$ cat config.mk
export PLATFORM = sky130hd
export DESIGN_NAME = crre_top
export DESIGN_NICKNAME = d
export VERILOG_FILES = /design/src/common/crre_pkg.sv /design/src/crre_top.sv
export SDC_FILE = /design/constraint.sdc
export NUM_CORES = 1
export LEC_CHECK = 0
export BUFFER_PORTS_ARGS = -buffer_cell sky130_fd_sc_hd__buf_4
export CORE_AREA = 2 2 151 153
export DETAILED_ROUTE_END_ITERATION = 10
export DIE_AREA = 0 0 153 155
export PLACE_DENSITY_LB_ADDON = 0.2
export SYNTH_ARGS = -nofsm -noshare
export SYNTH_HDL_FRONTEND = slang
export SYNTH_SLANG_ARGS = --single-unit
$ cat constraint.sdc
create_clock -name clk_in -period 4.15 [get_ports clk_in]
set_input_delay 0.83 -clock clk_in [delete_from_list [all_inputs] [get_ports clk_in]]
set_output_delay 0.83 -clock clk_in [all_outputs]
set_load 0.02 [all_outputs]
$ cat src/common/crre_pkg.sv
package crre_pkg;
   localparam logic [15:0] PID_MEAS_MAX      = 16'h2710;
   localparam logic [15:0] PID_DEV_MAX       = 16'h2710;
   localparam logic [15:0] DISABLE_CODE      = 16'hffff;
   localparam int          CHAIN_SLOTS       = 5;
   localparam logic [2:0]  TRQ_SRC_A         = 3'h3;
   localparam logic [2:0]  TRQ_SRC_B         = 3'h5;
   localparam logic [1:0]  TRQ_LIM_METHOD    = 2'h2;
   localparam logic [15:0] TRQ_MAX_A_DEF     = 16'h0fa0;
   localparam logic [15:0] TRQ_MAX_B_DEF     = 16'h2710;
   localparam int          EXEC_CYCLES       = 2;
   localparam logic [15:0] RESET_WORD        = 16'h0000;

   typedef struct packed {
      logic [15:0] code;
      logic [15:0] data;
   } crre_slot_t;

   typedef struct packed {
      logic [7:0]  ext;
      logic [7:0]  instr;
      logic [15:0] data;
      logic [2:0]  index;
   } crre_cmd_t;

   typedef enum logic [3:0] {
      ST_IDLE = 4'b0001,
      ST_RUN  = 4'b0010,
      ST_NEXT = 4'b0100,
      ST_DONE = 4'b1000
   } crre_state_t;
endpackage

$ cat src/crre_top.sv
`timescale 1ns/1ps
module crre_top #(
   parameter logic [15:0] TRQ_MAX_A = crre_pkg::TRQ_MAX_A_DEF,
   parameter logic [15:0] TRQ_MAX_B = crre_pkg::TRQ_MAX_B_DEF
) (
   input  wire logic                  clk_in,
   input  wire logic                  rst_in,
   input  wire logic [15:0]           pid_measured_word_in,
   input  wire logic [15:0]           pid_deviation_word_in,
   input  wire logic [15:0]           torque_word_in,
   input  wire logic                  ram_write_request_in,
   input  wire logic                  nonvolatile_write_request_in,
   input  wire logic [2:0]            torque_source_selection_in,
   input  wire logic [1:0]            torque_limit_input_method_in,
   input  wire logic                  torque_control_mode_in,
   input  wire logic                  vector_mode_in,
   input  wire logic                  frequency_sign_selection_in,
   input  wire logic [15:0]           set_frequency_in,
   input  wire logic                  start_reverse_in,
   input  wire logic                  instruction_execute_request_in,
   input  wire crre_pkg::crre_slot_t  base_slot_in,
   input  wire crre_pkg::crre_slot_t  [crre_pkg::CHAIN_SLOTS-1:0] chain_slot_in,
   input  wire logic                  cmd_ack_in,
   output logic [15:0]                pid_measured_out,
   output logic [15:0]                pid_deviation_out,
   output logic [15:0]                torque_param_ram_copy_out,
   output logic [15:0]                torque_param_second_copy_out,
   output logic                       torque_is_command_out,
   output logic                       torque_is_limit_out,
   output logic [15:0]                freq_magnitude_out,
   output logic                       run_reverse_out,
   output crre_pkg::crre_cmd_t        cmd_out,
   output logic                       cmd_valid_out,
   output logic                       instruction_done_flag_out
);
   import crre_pkg::*;

   typedef struct packed {
      logic [15:0] pid_meas;
      logic [15:0] pid_dev;
      logic [15:0] trq_ram;
      logic [15:0] trq_sec;
      logic        trq_cmd;
      logic        trq_lim;
      logic [15:0] freq_mag;
      logic        rev;
      crre_state_t st;
      logic [2:0]  slot;
      crre_cmd_t   cmd;
      logic        cmd_valid;
      logic        done;
      logic        req_d;
   } crre_st_t;

   crre_st_t s_r, s_nxt;

   // 16'h8000 maps to itself and so fails every range check
   function automatic logic [15:0] abs16(input logic [15:0] v);
      abs16 = v[15] ? 16'((~v) + 16'h0001) : v;
   endfunction

   function automatic crre_cmd_t make_cmd(input crre_slot_t sl, input logic [2:0] idx);
      make_cmd.ext   = sl.code[15:8];
      make_cmd.instr = sl.code[7:0];
      make_cmd.data  = sl.data;
      make_cmd.index = idx;
   endfunction

   logic        src_ok;
   logic        trq_mode_cmd;
   logic        trq_mode_lim;
   logic [15:0] trq_range;
   logic        trq_commit;
   logic        req_rise;

   assign src_ok       = (torque_source_selection_in == TRQ_SRC_A) || (torque_source_selection_in == TRQ_SRC_B);
   assign trq_mode_cmd = src_ok && torque_control_mode_in && vector_mode_in;
   // limit mode means not torque control; vector mode not required
   assign trq_mode_lim = src_ok && !torque_control_mode_in
                         && (torque_limit_input_method_in == TRQ_LIM_METHOD);
   assign trq_range    = (torque_source_selection_in == TRQ_SRC_A) ? TRQ_MAX_A : TRQ_MAX_B;
   assign trq_commit   = ram_write_request_in || nonvolatile_write_request_in;
   assign req_rise     = instruction_execute_request_in && !s_r.req_d;

   always_comb begin
      s_nxt = s_r;
      // edge detect on the request, so a held request never restarts the chain
      s_nxt.req_d = instruction_execute_request_in;
      // words arrive pre-scaled by one hundred from the master
      if (pid_measured_word_in <= PID_MEAS_MAX) begin
         s_nxt.pid_meas = pid_measured_word_in;
      end
      if (abs16(pid_deviation_word_in) <= PID_DEV_MAX) begin
         s_nxt.pid_dev = pid_deviation_word_in;
      end
      s_nxt.trq_cmd = trq_mode_cmd;
      s_nxt.trq_lim = trq_mode_lim;
      if (trq_commit && (trq_mode_cmd || trq_mode_lim)
          && (abs16(torque_word_in) <= trq_range)) begin
         s_nxt.trq_ram = torque_word_in;
         s_nxt.trq_sec = torque_word_in;
      end
      if (frequency_sign_selection_in) begin
         s_nxt.freq_mag = abs16(set_frequency_in);
         s_nxt.rev      = start_reverse_in ^ set_frequency_in[15];
      end else begin
         s_nxt.freq_mag = set_frequency_in;
         s_nxt.rev      = start_reverse_in;
      end
      case (s_r.st)
         ST_IDLE: begin
            if (req_rise) begin
               s_nxt.cmd       = make_cmd(base_slot_in, 3'h0);
               s_nxt.cmd_valid = 1'b1;
               s_nxt.slot      = 3'h0;
               s_nxt.st        = ST_RUN;
            end
         end
         ST_RUN: begin
            if (cmd_ack_in) begin
               s_nxt.cmd_valid = 1'b0;
               s_nxt.st        = ST_NEXT;
            end
         end
         ST_NEXT: begin
            // one slot per cycle; disabled ones are passed over
            if (s_r.slot == 3'(CHAIN_SLOTS)) begin
               s_nxt.done = 1'b1;
               s_nxt.st   = ST_DONE;
            end else begin
               s_nxt.slot = 3'(s_r.slot + 3'h1);
               if (chain_slot_in[s_r.slot].code != DISABLE_CODE) begin
                  s_nxt.cmd       = make_cmd(chain_slot_in[s_r.slot], 3'(s_r.slot + 3'h1));
                  s_nxt.cmd_valid = 1'b1;
                  s_nxt.st        = ST_RUN;
               end
            end
         end
         ST_DONE: begin
            if (!instruction_execute_request_in) begin
               s_nxt.done = 1'b0;
               s_nxt.st   = ST_IDLE;
            end
         end
         default: s_nxt.st = ST_IDLE;
      endcase
   end

   always_ff @(posedge clk_in or posedge rst_in) begin
      if (rst_in) begin
         s_r <= '{pid_meas: RESET_WORD, pid_dev: RESET_WORD, trq_ram: RESET_WORD, trq_sec: RESET_WORD,
                  trq_cmd: 1'b0, trq_lim: 1'b0, freq_mag: RESET_WORD, rev: 1'b0, st: ST_IDLE,
                  slot: 3'h0, cmd: '0, cmd_valid: 1'b0, done: 1'b0, req_d: 1'b0};
      end else begin
         s_r <= s_nxt;
      end
   end

   assign pid_measured_out             = s_r.pid_meas;
   assign pid_deviation_out            = s_r.pid_dev;
   assign torque_param_ram_copy_out    = s_r.trq_ram;
   assign torque_param_second_copy_out = s_r.trq_sec;
   assign torque_is_command_out        = s_r.trq_cmd;
   assign torque_is_limit_out          = s_r.trq_lim;
   assign freq_magnitude_out           = s_r.freq_mag;
   assign run_reverse_out              = s_r.rev;
   assign cmd_out                      = s_r.cmd;
   assign cmd_valid_out                = s_r.cmd_valid;
   assign instruction_done_flag_out    = s_r.done;

   // pid words: out-of-range words leave the held value alone
   a_pid_range: assert property (@(posedge clk_in) disable iff (rst_in)
      pid_measured_word_in > PID_MEAS_MAX |=> $stable(pid_measured_out))
      else $error("pid measured changed on out-of-range word");
   a_pid_take: assert property (@(posedge clk_in) disable iff (rst_in)
      pid_measured_word_in <= PID_MEAS_MAX |=> pid_measured_out == $past(pid_measured_word_in))
      else $error("pid measured not taken");
   a_meas_bound: assert property (@(posedge clk_in) disable iff (rst_in)
      pid_measured_out <= PID_MEAS_MAX)
      else $error("pid measured above full scale");
   a_dev_range: assert property (@(posedge clk_in) disable iff (rst_in)
      abs16(pid_deviation_word_in) > PID_DEV_MAX |=> $stable(pid_deviation_out))
      else $error("pid deviation changed on out-of-range word");
   a_dev_take: assert property (@(posedge clk_in) disable iff (rst_in)
      abs16(pid_deviation_word_in) <= PID_DEV_MAX |=> pid_deviation_out == $past(pid_deviation_word_in))
      else $error("pid deviation not taken");
   a_dev_bound: assert property (@(posedge clk_in) disable iff (rst_in)
      abs16(pid_deviation_out) <= PID_DEV_MAX)
      else $error("pid deviation beyond full scale");

   // torque word: both copies move together, only on a request
   a_trq_copies: assert property (@(posedge clk_in) disable iff (rst_in)
      torque_param_ram_copy_out == torque_param_second_copy_out)
      else $error("torque copies differ");
   a_trq_nocommit: assert property (@(posedge clk_in) disable iff (rst_in)
      !trq_commit |=> $stable(torque_param_ram_copy_out))
      else $error("torque changed without write request");
   a_trq_commit: assert property (@(posedge clk_in) disable iff (rst_in)
      trq_commit && (trq_mode_cmd || trq_mode_lim) && abs16(torque_word_in) <= trq_range
      |=> torque_param_second_copy_out == $past(torque_word_in))
      else $error("torque word not committed");
   a_trq_range: assert property (@(posedge clk_in) disable iff (rst_in)
      abs16(torque_word_in) > trq_range |=> $stable(torque_param_second_copy_out))
      else $error("out-of-range torque word taken");
   a_trq_nosrc: assert property (@(posedge clk_in) disable iff (rst_in)
      !src_ok |=> $stable(torque_param_ram_copy_out) && !torque_is_command_out && !torque_is_limit_out)
      else $error("torque word used with wrong source");
   a_trq_cmd_set: assert property (@(posedge clk_in) disable iff (rst_in)
      src_ok && torque_control_mode_in && vector_mode_in |=> torque_is_command_out)
      else $error("torque command mode not entered");
   a_trq_cmd_vec: assert property (@(posedge clk_in) disable iff (rst_in)
      !vector_mode_in |=> !torque_is_command_out)
      else $error("torque command outside vector mode");
   a_trq_lim_mode: assert property (@(posedge clk_in) disable iff (rst_in)
      torque_limit_input_method_in != TRQ_LIM_METHOD |=> !torque_is_limit_out)
      else $error("torque limit without method 2");
   a_trq_lim_set: assert property (@(posedge clk_in) disable iff (rst_in)
      src_ok && !torque_control_mode_in && torque_limit_input_method_in == TRQ_LIM_METHOD |=> torque_is_limit_out)
      else $error("torque limit mode not entered");
   a_trq_exclusive: assert property (@(posedge clk_in) disable iff (rst_in)
      !(torque_is_command_out && torque_is_limit_out))
      else $error("torque word both command and limit");

   // set frequency: sign select decides signed or raw
   a_freq_rev: assert property (@(posedge clk_in) disable iff (rst_in)
      frequency_sign_selection_in && set_frequency_in[15] |=> run_reverse_out == !$past(start_reverse_in))
      else $error("negative frequency did not reverse");
   a_freq_fwd: assert property (@(posedge clk_in) disable iff (rst_in)
      frequency_sign_selection_in && !set_frequency_in[15] |=> run_reverse_out == $past(start_reverse_in))
      else $error("positive frequency changed direction");
   a_freq_signed: assert property (@(posedge clk_in) disable iff (rst_in)
      frequency_sign_selection_in |=> freq_magnitude_out == abs16($past(set_frequency_in)))
      else $error("signed frequency magnitude wrong");
   a_freq_raw: assert property (@(posedge clk_in) disable iff (rst_in)
      !frequency_sign_selection_in |=> freq_magnitude_out == $past(set_frequency_in))
      else $error("unsigned frequency altered");

   // executor chain
   a_base_first: assert property (@(posedge clk_in) disable iff (rst_in)
      s_r.st == ST_IDLE && req_rise |=> cmd_valid_out && cmd_out.index == 3'h0)
      else $error("base slot not issued first");
   a_base_data: assert property (@(posedge clk_in) disable iff (rst_in)
      $rose(cmd_valid_out) && cmd_out.index == 3'h0
      |-> {cmd_out.ext, cmd_out.instr, cmd_out.data} == $past(base_slot_in))
      else $error("base code or data not carried");
   a_base_ext: assert property (@(posedge clk_in) disable iff (rst_in)
      $rose(cmd_valid_out) && cmd_out.index == 3'h0 |-> cmd_out.ext == $past(base_slot_in.code[15:8]))
      else $error("extended setting not from upper byte");
   a_chain_order: assert property (@(posedge clk_in) disable iff (rst_in)
      $rose(cmd_valid_out) && cmd_out.index != 3'h0 |-> cmd_out.index > $past(cmd_out.index))
      else $error("chained slot out of order");
   a_slot_bound: assert property (@(posedge clk_in) disable iff (rst_in)
      s_r.slot <= 3'(CHAIN_SLOTS))
      else $error("slot counter past last slot");
   a_state_onehot: assert property (@(posedge clk_in) disable iff (rst_in)
      $onehot(s_r.st))
      else $error("executor state not one-hot");
   a_valid_hold: assert property (@(posedge clk_in) disable iff (rst_in)
      cmd_valid_out && !cmd_ack_in |=> cmd_valid_out && $stable(cmd_out))
      else $error("command changed before acknowledge");
   a_valid_drop: assert property (@(posedge clk_in) disable iff (rst_in)
      cmd_valid_out && cmd_ack_in |=> !cmd_valid_out)
      else $error("command valid held after acknowledge");
   a_skip_off: assert property (@(posedge clk_in) disable iff (rst_in)
      cmd_valid_out && cmd_out.index != 3'h0 |-> {cmd_out.ext, cmd_out.instr} != DISABLE_CODE)
      else $error("disabled slot issued");
   a_done_late: assert property (@(posedge clk_in) disable iff (rst_in)
      $rose(instruction_done_flag_out) |-> $past(s_r.slot) == 3'(CHAIN_SLOTS))
      else $error("done before last slot");
   a_done_idle: assert property (@(posedge clk_in) disable iff (rst_in)
      instruction_done_flag_out |-> !cmd_valid_out)
      else $error("done while a command is pending");
   a_done_hold: assert property (@(posedge clk_in) disable iff (rst_in)
      instruction_done_flag_out && instruction_execute_request_in |=> instruction_done_flag_out)
      else $error("done dropped while request held");
   a_done_clear: assert property (@(posedge clk_in) disable iff (rst_in)
      instruction_done_flag_out && !instruction_execute_request_in |=> !instruction_done_flag_out)
      else $error("done kept after request dropped");
   a_done_fell: assert property (@(posedge clk_in) disable iff (rst_in)
      $fell(instruction_done_flag_out) |-> !$past(instruction_execute_request_in))
      else $error("done cleared while request high");
   a_no_restart: assert property (@(posedge clk_in) disable iff (rst_in)
      instruction_done_flag_out |=> !$rose(cmd_valid_out))
      else $error("chain restarted without fresh request");
endmodule

== After elaboration in Yosys (flattened, before gate mapping) ==
Index checks and enable logic that the tools add are counted.
Operators by class
  $add $sub $neg: 4
  $mul: 0
  divide/modulo/power cells: 0
  $lt $le $gt $ge: 4
  eq/ne operators: 16
  shifts and indexed selects: 0
  multiplexer cells: 21
  bitwise gates (word level): 4
  reductions and logical operators: 20
Operators by type and width (number)
  binary-select mux 32 bit (select 3 bit): 1
  one-hot mux 38 bit (2 select lines): 1
  adder 16 x 1 -> 16 bit (second input constant): 3
  2-to-1 mux 16 bit: 3
  NOT 16 bit: 3
  2-to-1 mux 43 bit: 1
  2-to-1 mux 39 bit: 1
  2-to-1 mux 36 bit: 1
  <= comparator 16 x 14 -> 1 bit (second input constant): 2
  2-to-1 mux 32 bit: 1
  2-to-1 mux 17 bit: 1
  <= comparator 16 x 14 -> 1 bit: 1
  2-to-1 mux 4 bit: 4
  != test 16 bit (second input constant): 1
  one-hot mux 4 bit (4 select lines): 1
  2-to-1 mux 14 bit: 1
  != test 2 bit (second input constant): 6
  AND reduction 4 bit: 2
  logical AND 1 bit: 7
  == test 3 bit (second input constant): 2
  AND reduction 3 bit: 2
  AND reduction 5 bit: 1
  == test 4 x 1 -> 1 bit (second input constant): 1
  == test 4 x 2 -> 1 bit (second input constant): 1
  15 further kinds: 21
Word-level totals
  register bits after elaboration: 112
  latch bits: 0
  bits in writable memories: 0
  bits in read-only memories: 0
  bits of input ports: 271
  output and inout port bits: 120
  word-level logic and storage cells: 85
  memories kept: 0

== Depth between registers and ports, before layout ==
  word-level depth: 7
  gate-level depth with buffers: 15
  gate-level depth less buffers: 13

== Worst setup path before layout ==
OpenSTA, ideal clock, no wires.
  kind: input to register
  start: input torque_word_in[4]
  end: register s_r (netlist bit torque_param_second_copy_out[0])
  setup time: 125 ps
  arrival time: 4166 ps
  data required time: 4025 ps
  setup slack: -141 ps
  stages on the path: 13
  path buffers: 2
  path through: or4_1 > clkbuf_2 > nor4_1 > a41oi_1 > xor2_1 > ha_1 > nand4b_1 > or3_1 > a32oi_1 > nand2_1 > a211oi_4 > buf_6 > mux2_2
On the way
  cells in the longest elaborated chain, start to end: 5
Ends and longest elaborated chain
  start, declared: line crre_top.sv:10  | input wire logic [15:0] torque_word_in,
  NOT 16 bit: line crre_top.sv:59  | abs16 = v[15] ? 16'((~v) + 16'h0001) : v;
  adder 16 x 1 -> 16 bit: line crre_top.sv:59
  2-to-1 mux 16 bit *: line crre_top.sv:59
  <= comparator 16 x 14 -> 1 bit *: line crre_top.sv:99  | && (abs16(torque_word_in) <= trq_range)) begin
  logical AND 1 bit *: line crre_top.sv:99
  end signal, assigned: line crre_top.sv:151  | s_r <= '{pid_meas: RESET_WORD, pid_dev: RESET_WORD, trq_ram: RESET_WORD, trq_sec: RESET_WORD,
  end signal, assigned: line crre_top.sv:155  | s_r <= s_nxt;
  end, declared: line crre_top.sv:55  | crre_st_t s_r, s_nxt;
Mark *: on every way between the ends. The rest lies on a longest branch, timed or not.
A chain may end at the register's enable or synchronous reset.

== Worst setup path in the final report ==
  start: input torque_word_in[4]
  end: register s_r (netlist bit torque_param_second_copy_out[1])
The elaborated chain is that of the path after synthesis.

==> key figures <==
Synthesis
  • Xor and xnor area share after synthesis: 2.83%
  • Cells after Synth: 786
  • Ys async rst share: 100%
  • Synthesized flop and latch total: 112
  • Synth Area in Simple Gates: 12.1%
  • Number of flops mapped to enable cells by yosys: 0
  • Mux cell area share after synthesis: 20.5%
  • Part of the Yosys area used for sequential elements: 36.2%
  • Most used DFF post-synth: dfrtp_1
  • Warnings from Yosys: 0
  • Post-synth cell types: 64
  • Main combinational cell family by area after synthesis: multiplexers
  • Syn Area/Cell: 9.86 µm²
  • Compound-Gate Fraction of Synth Area: 12.4%
  • Area of the mapped netlist: 7750 µm²
  • Syn_nets: 1,067
  • Synth Area in Adders: 1.62%

Timing
  • Slew @ Worst Pin: 973 ps
  • Setup TNS: 0 ps
  • Worst slew margin: 34.8%
  • Final setup viols: 0
  • Clk_skew: 6.89 ps
  • Tcrit/Tclk final: 94.6%
  • Worst hold margin: 491 ps
  • Final Hold Viols: 0
  • Slew Limit Fails: 0
  • Tmin final: 3920 ps
  • Fmax: 0.255 GHz
  • Setup repair after global routing missed its margin: false

Critical path
  • Launch point of the worst reg-to-reg path: s_r[39]
  • FF-to-FF setup slack: 760 ps
  • Worst R2R End: cmd_out[7]
  • Crit-path max FO: 9
  • CP Data Required Time: 4390 ps
  • Crit path DAT: 4160 ps
  • Startpoint Class: input pin
  • CP Capture Type: flip-flop
  • Crit Path Class: input pin to flip-flop
  • R2R depth: 8

Place
  • RePlAce Congestion: 0.872
  • Cells after DPL: 1,326
  • Cell Area, Placed: 10,200 µm²
  • Port buffer count: 390
  • Detailed placement HPWL: 19.8 mm

Run
  • Max Cap Viol: 0

Floorplan
  • Die area: 23,700 µm²
  • Die height: 155 µm
  • Core outline area: 22,200 µm²
  • Initial Utilization: 34.8%
  • Die X: 153 µm
  • Rows: 55
  • Num ports: 391

Min path
  • Hold Path Cell Cnt: 1
  • Hold_sp: pid_measured_out[15]
  • Hold crit path type: flip-flop to flip-flop
  • Worst Hold End: pid_measured_out[15]

Layout
  • Most frequent cells in the layout: buf_4, dfrtp_1, mux2_2
  • Layout area overhead: 35.7%
  • Filler cell count: 2,156
  • Share of cells above drive strength 1: 51.3%
  • Multi-input combinational cell area: 3860 µm²
  • Finished Cell Area: 10,500 µm²
  • Cell Count, Final, Fillers Out: 1,344
  • Register Area: 2810 µm²
  • Core Util, Final: 47.3%
  • Commonest non-fill, non-tap cell in the layout: buf_4
  • Nets: 1,333

CTS
  • Root buf cell: clkbuf_16
  • Clk sinks: 112
  • CTS max path bufs: 2
  • Post-CTS Setup Bufs: 0
  • Cts repair resizes: 0
  • Worst-path clk slew: 70 ps
  • Hold Buf Count CTS: 0
  • H-Tree Depth: 3
  • Inserted Clock Buffers: 9
  • CTS tree: done
  • Worst-Skew Late Latency: 360 ps

Power and ir drop
  • Leakage: 0.00483 µW
  • VDD IR max: 0.000177 V
  • Power per cell area: 367 nW/µm²

Detailed routing
  • Vias per cell: 5.04
  • Antenna Nets Post-Route: 0
  • DRT iter0 DRCs: 261
  • Total number of vias: 6,779
  • Routed wire per std cell: 18.1 µm
  • DRT Wirelength: 24.3 mm
  • DR DRC count: 0
  • First-pass DRT Iterations: 5

Global route
  • Initial antenna violation count: 2
  • Largest net degree at the start of global routing: 65
  • Overflow left after global routing: 0
  • Vias in the first global route: 6,833
  • Met1 Track Usage GR: 23.7%
  • Gr usage total: 20.2%
  • Met3 Usage GRT: 4.68%
  • M2 GR Usage: 35.6%
  • First-pass GRT wire length: 37.7 mm
  • GRT Max-Usage Layer: met2

Outcome
  • Status: complete, no violations
per-layer routing:
metal / vias up / share of wire, % / routed length [µm]
met3: 33 / 6.0 / 1460
met4: 0 / 3.1 / 766
li1: 3264 / - / -
met2: 250 / 52 / 12600
met1: 3232 / 39 / 9470
met5: - / 0 / 0
sequential cells by signal, indices dropped and copies added, names as in the netlist:
signal                        cells
instruction_done_flag_out         1
cmd_valid_out                     1
pid_deviation_out                16
torque_is_limit_out               1
torque_is_command_out             1
pid_measured_out                 16
run_reverse_out                   1
s_r                               8
torque_param_second_copy_out     16
freq_magnitude_out               16
cmd_out                          35
worst max-delay path, cell delays in order:
cell and delay [ps]:
buf_4 110, or4_4 550, or4_1 400, o21ai_1 150, xnor2_1 80, ha_1 300
nand4b_1 120, or3_1 370, a32oi_1 300, nand2_1 140, a211oi_4 230, buf_4 220
mux2_2 350
cell families (layout without fill, tap and decap cells):
group	count (synthesis)	after routing
XOR/XNOR	25	25
multiplexers	128	128
buffers and inverters	177	448
other	0	2
adder cells (fa/ha/maj)	10	10
flip-flops	112	112
AO/OA/AOI/OAI	138	138
AND/OR/NAND/NOR	196	196
synth_stat cells, types with 10 or more instances:
cell type | n | area (µm²)
mux2_2 | 84 | 946
xor2_1 | 15 | 131
mux2i_1 | 27 | 270
buf_4 | 115 | 863
ha_1 | 10 | 125
dfrtp_1 | 111 | 2780
xnor2_1 | 10 | 87.6
nand4_1 | 11 | 68.8
a221oi_1 | 18 | 158
mux4_2 | 16 | 360
nor2_1 | 67 | 251
inv_1 | 19 | 71.3
a21oi_1 | 18 | 90.1
nor3_1 | 14 | 70.1
nand3_1 | 13 | 65.1
clkbuf_1 | 29 | 109
o2bb2ai_1 | 13 | 114
nand2_1 | 48 | 180
o21ai_0 | 44 | 220
power breakdown:
group | switching [µW] | internal [µW]
Combinational | 755 | 767
Clock | 457 | 428
Sequential | 137 | 1320
Total | 1350 | 2510
per-stage QoR:
| step | setup slack (ps) | total power (µW) |
|---|---|---|
| after floorplan | -23.0 | 2590 |
| after global placement | -4.70 | 3000 |
| after detailed placement | -109 | 3020 |
| after CTS | 265 | 3920 |
| after global routing | 133 | 4070 |
| final | 226 | 3860 |
layout make-up:
type / instances / share of cell area [%]
clock buffer: 9 / 2.14
sequential: 112 / 26.7
timing repair buffer: 412 / 29.7
multi-input combinational: 497 / 36.7
antenna: 2 / 0.0476
inverter: 20 / 0.738
clock inverter: 7 / 0.643
tap: 285 / 3.39
worst max path at each step:
stage,cells after the start,slack [ps],from,end
2_1_floorplan,13,-20,torque_word_in[4],torque_param_second_copy_out[0]
3_3_place_gp,13,-5,torque_word_in[4],torque_param_second_copy_out[2]
3_5_place_dp,13,-110,torque_word_in[4],torque_param_second_copy_out[3]
4_1_cts,13,270,torque_word_in[4],torque_param_second_copy_out[3]
5_1_grt,13,130,torque_word_in[4],torque_param_second_copy_out[6]
6_report,13,230,torque_word_in[4],torque_param_second_copy_out[1]
No activity file was read; power rests on OpenSTA's default activity.
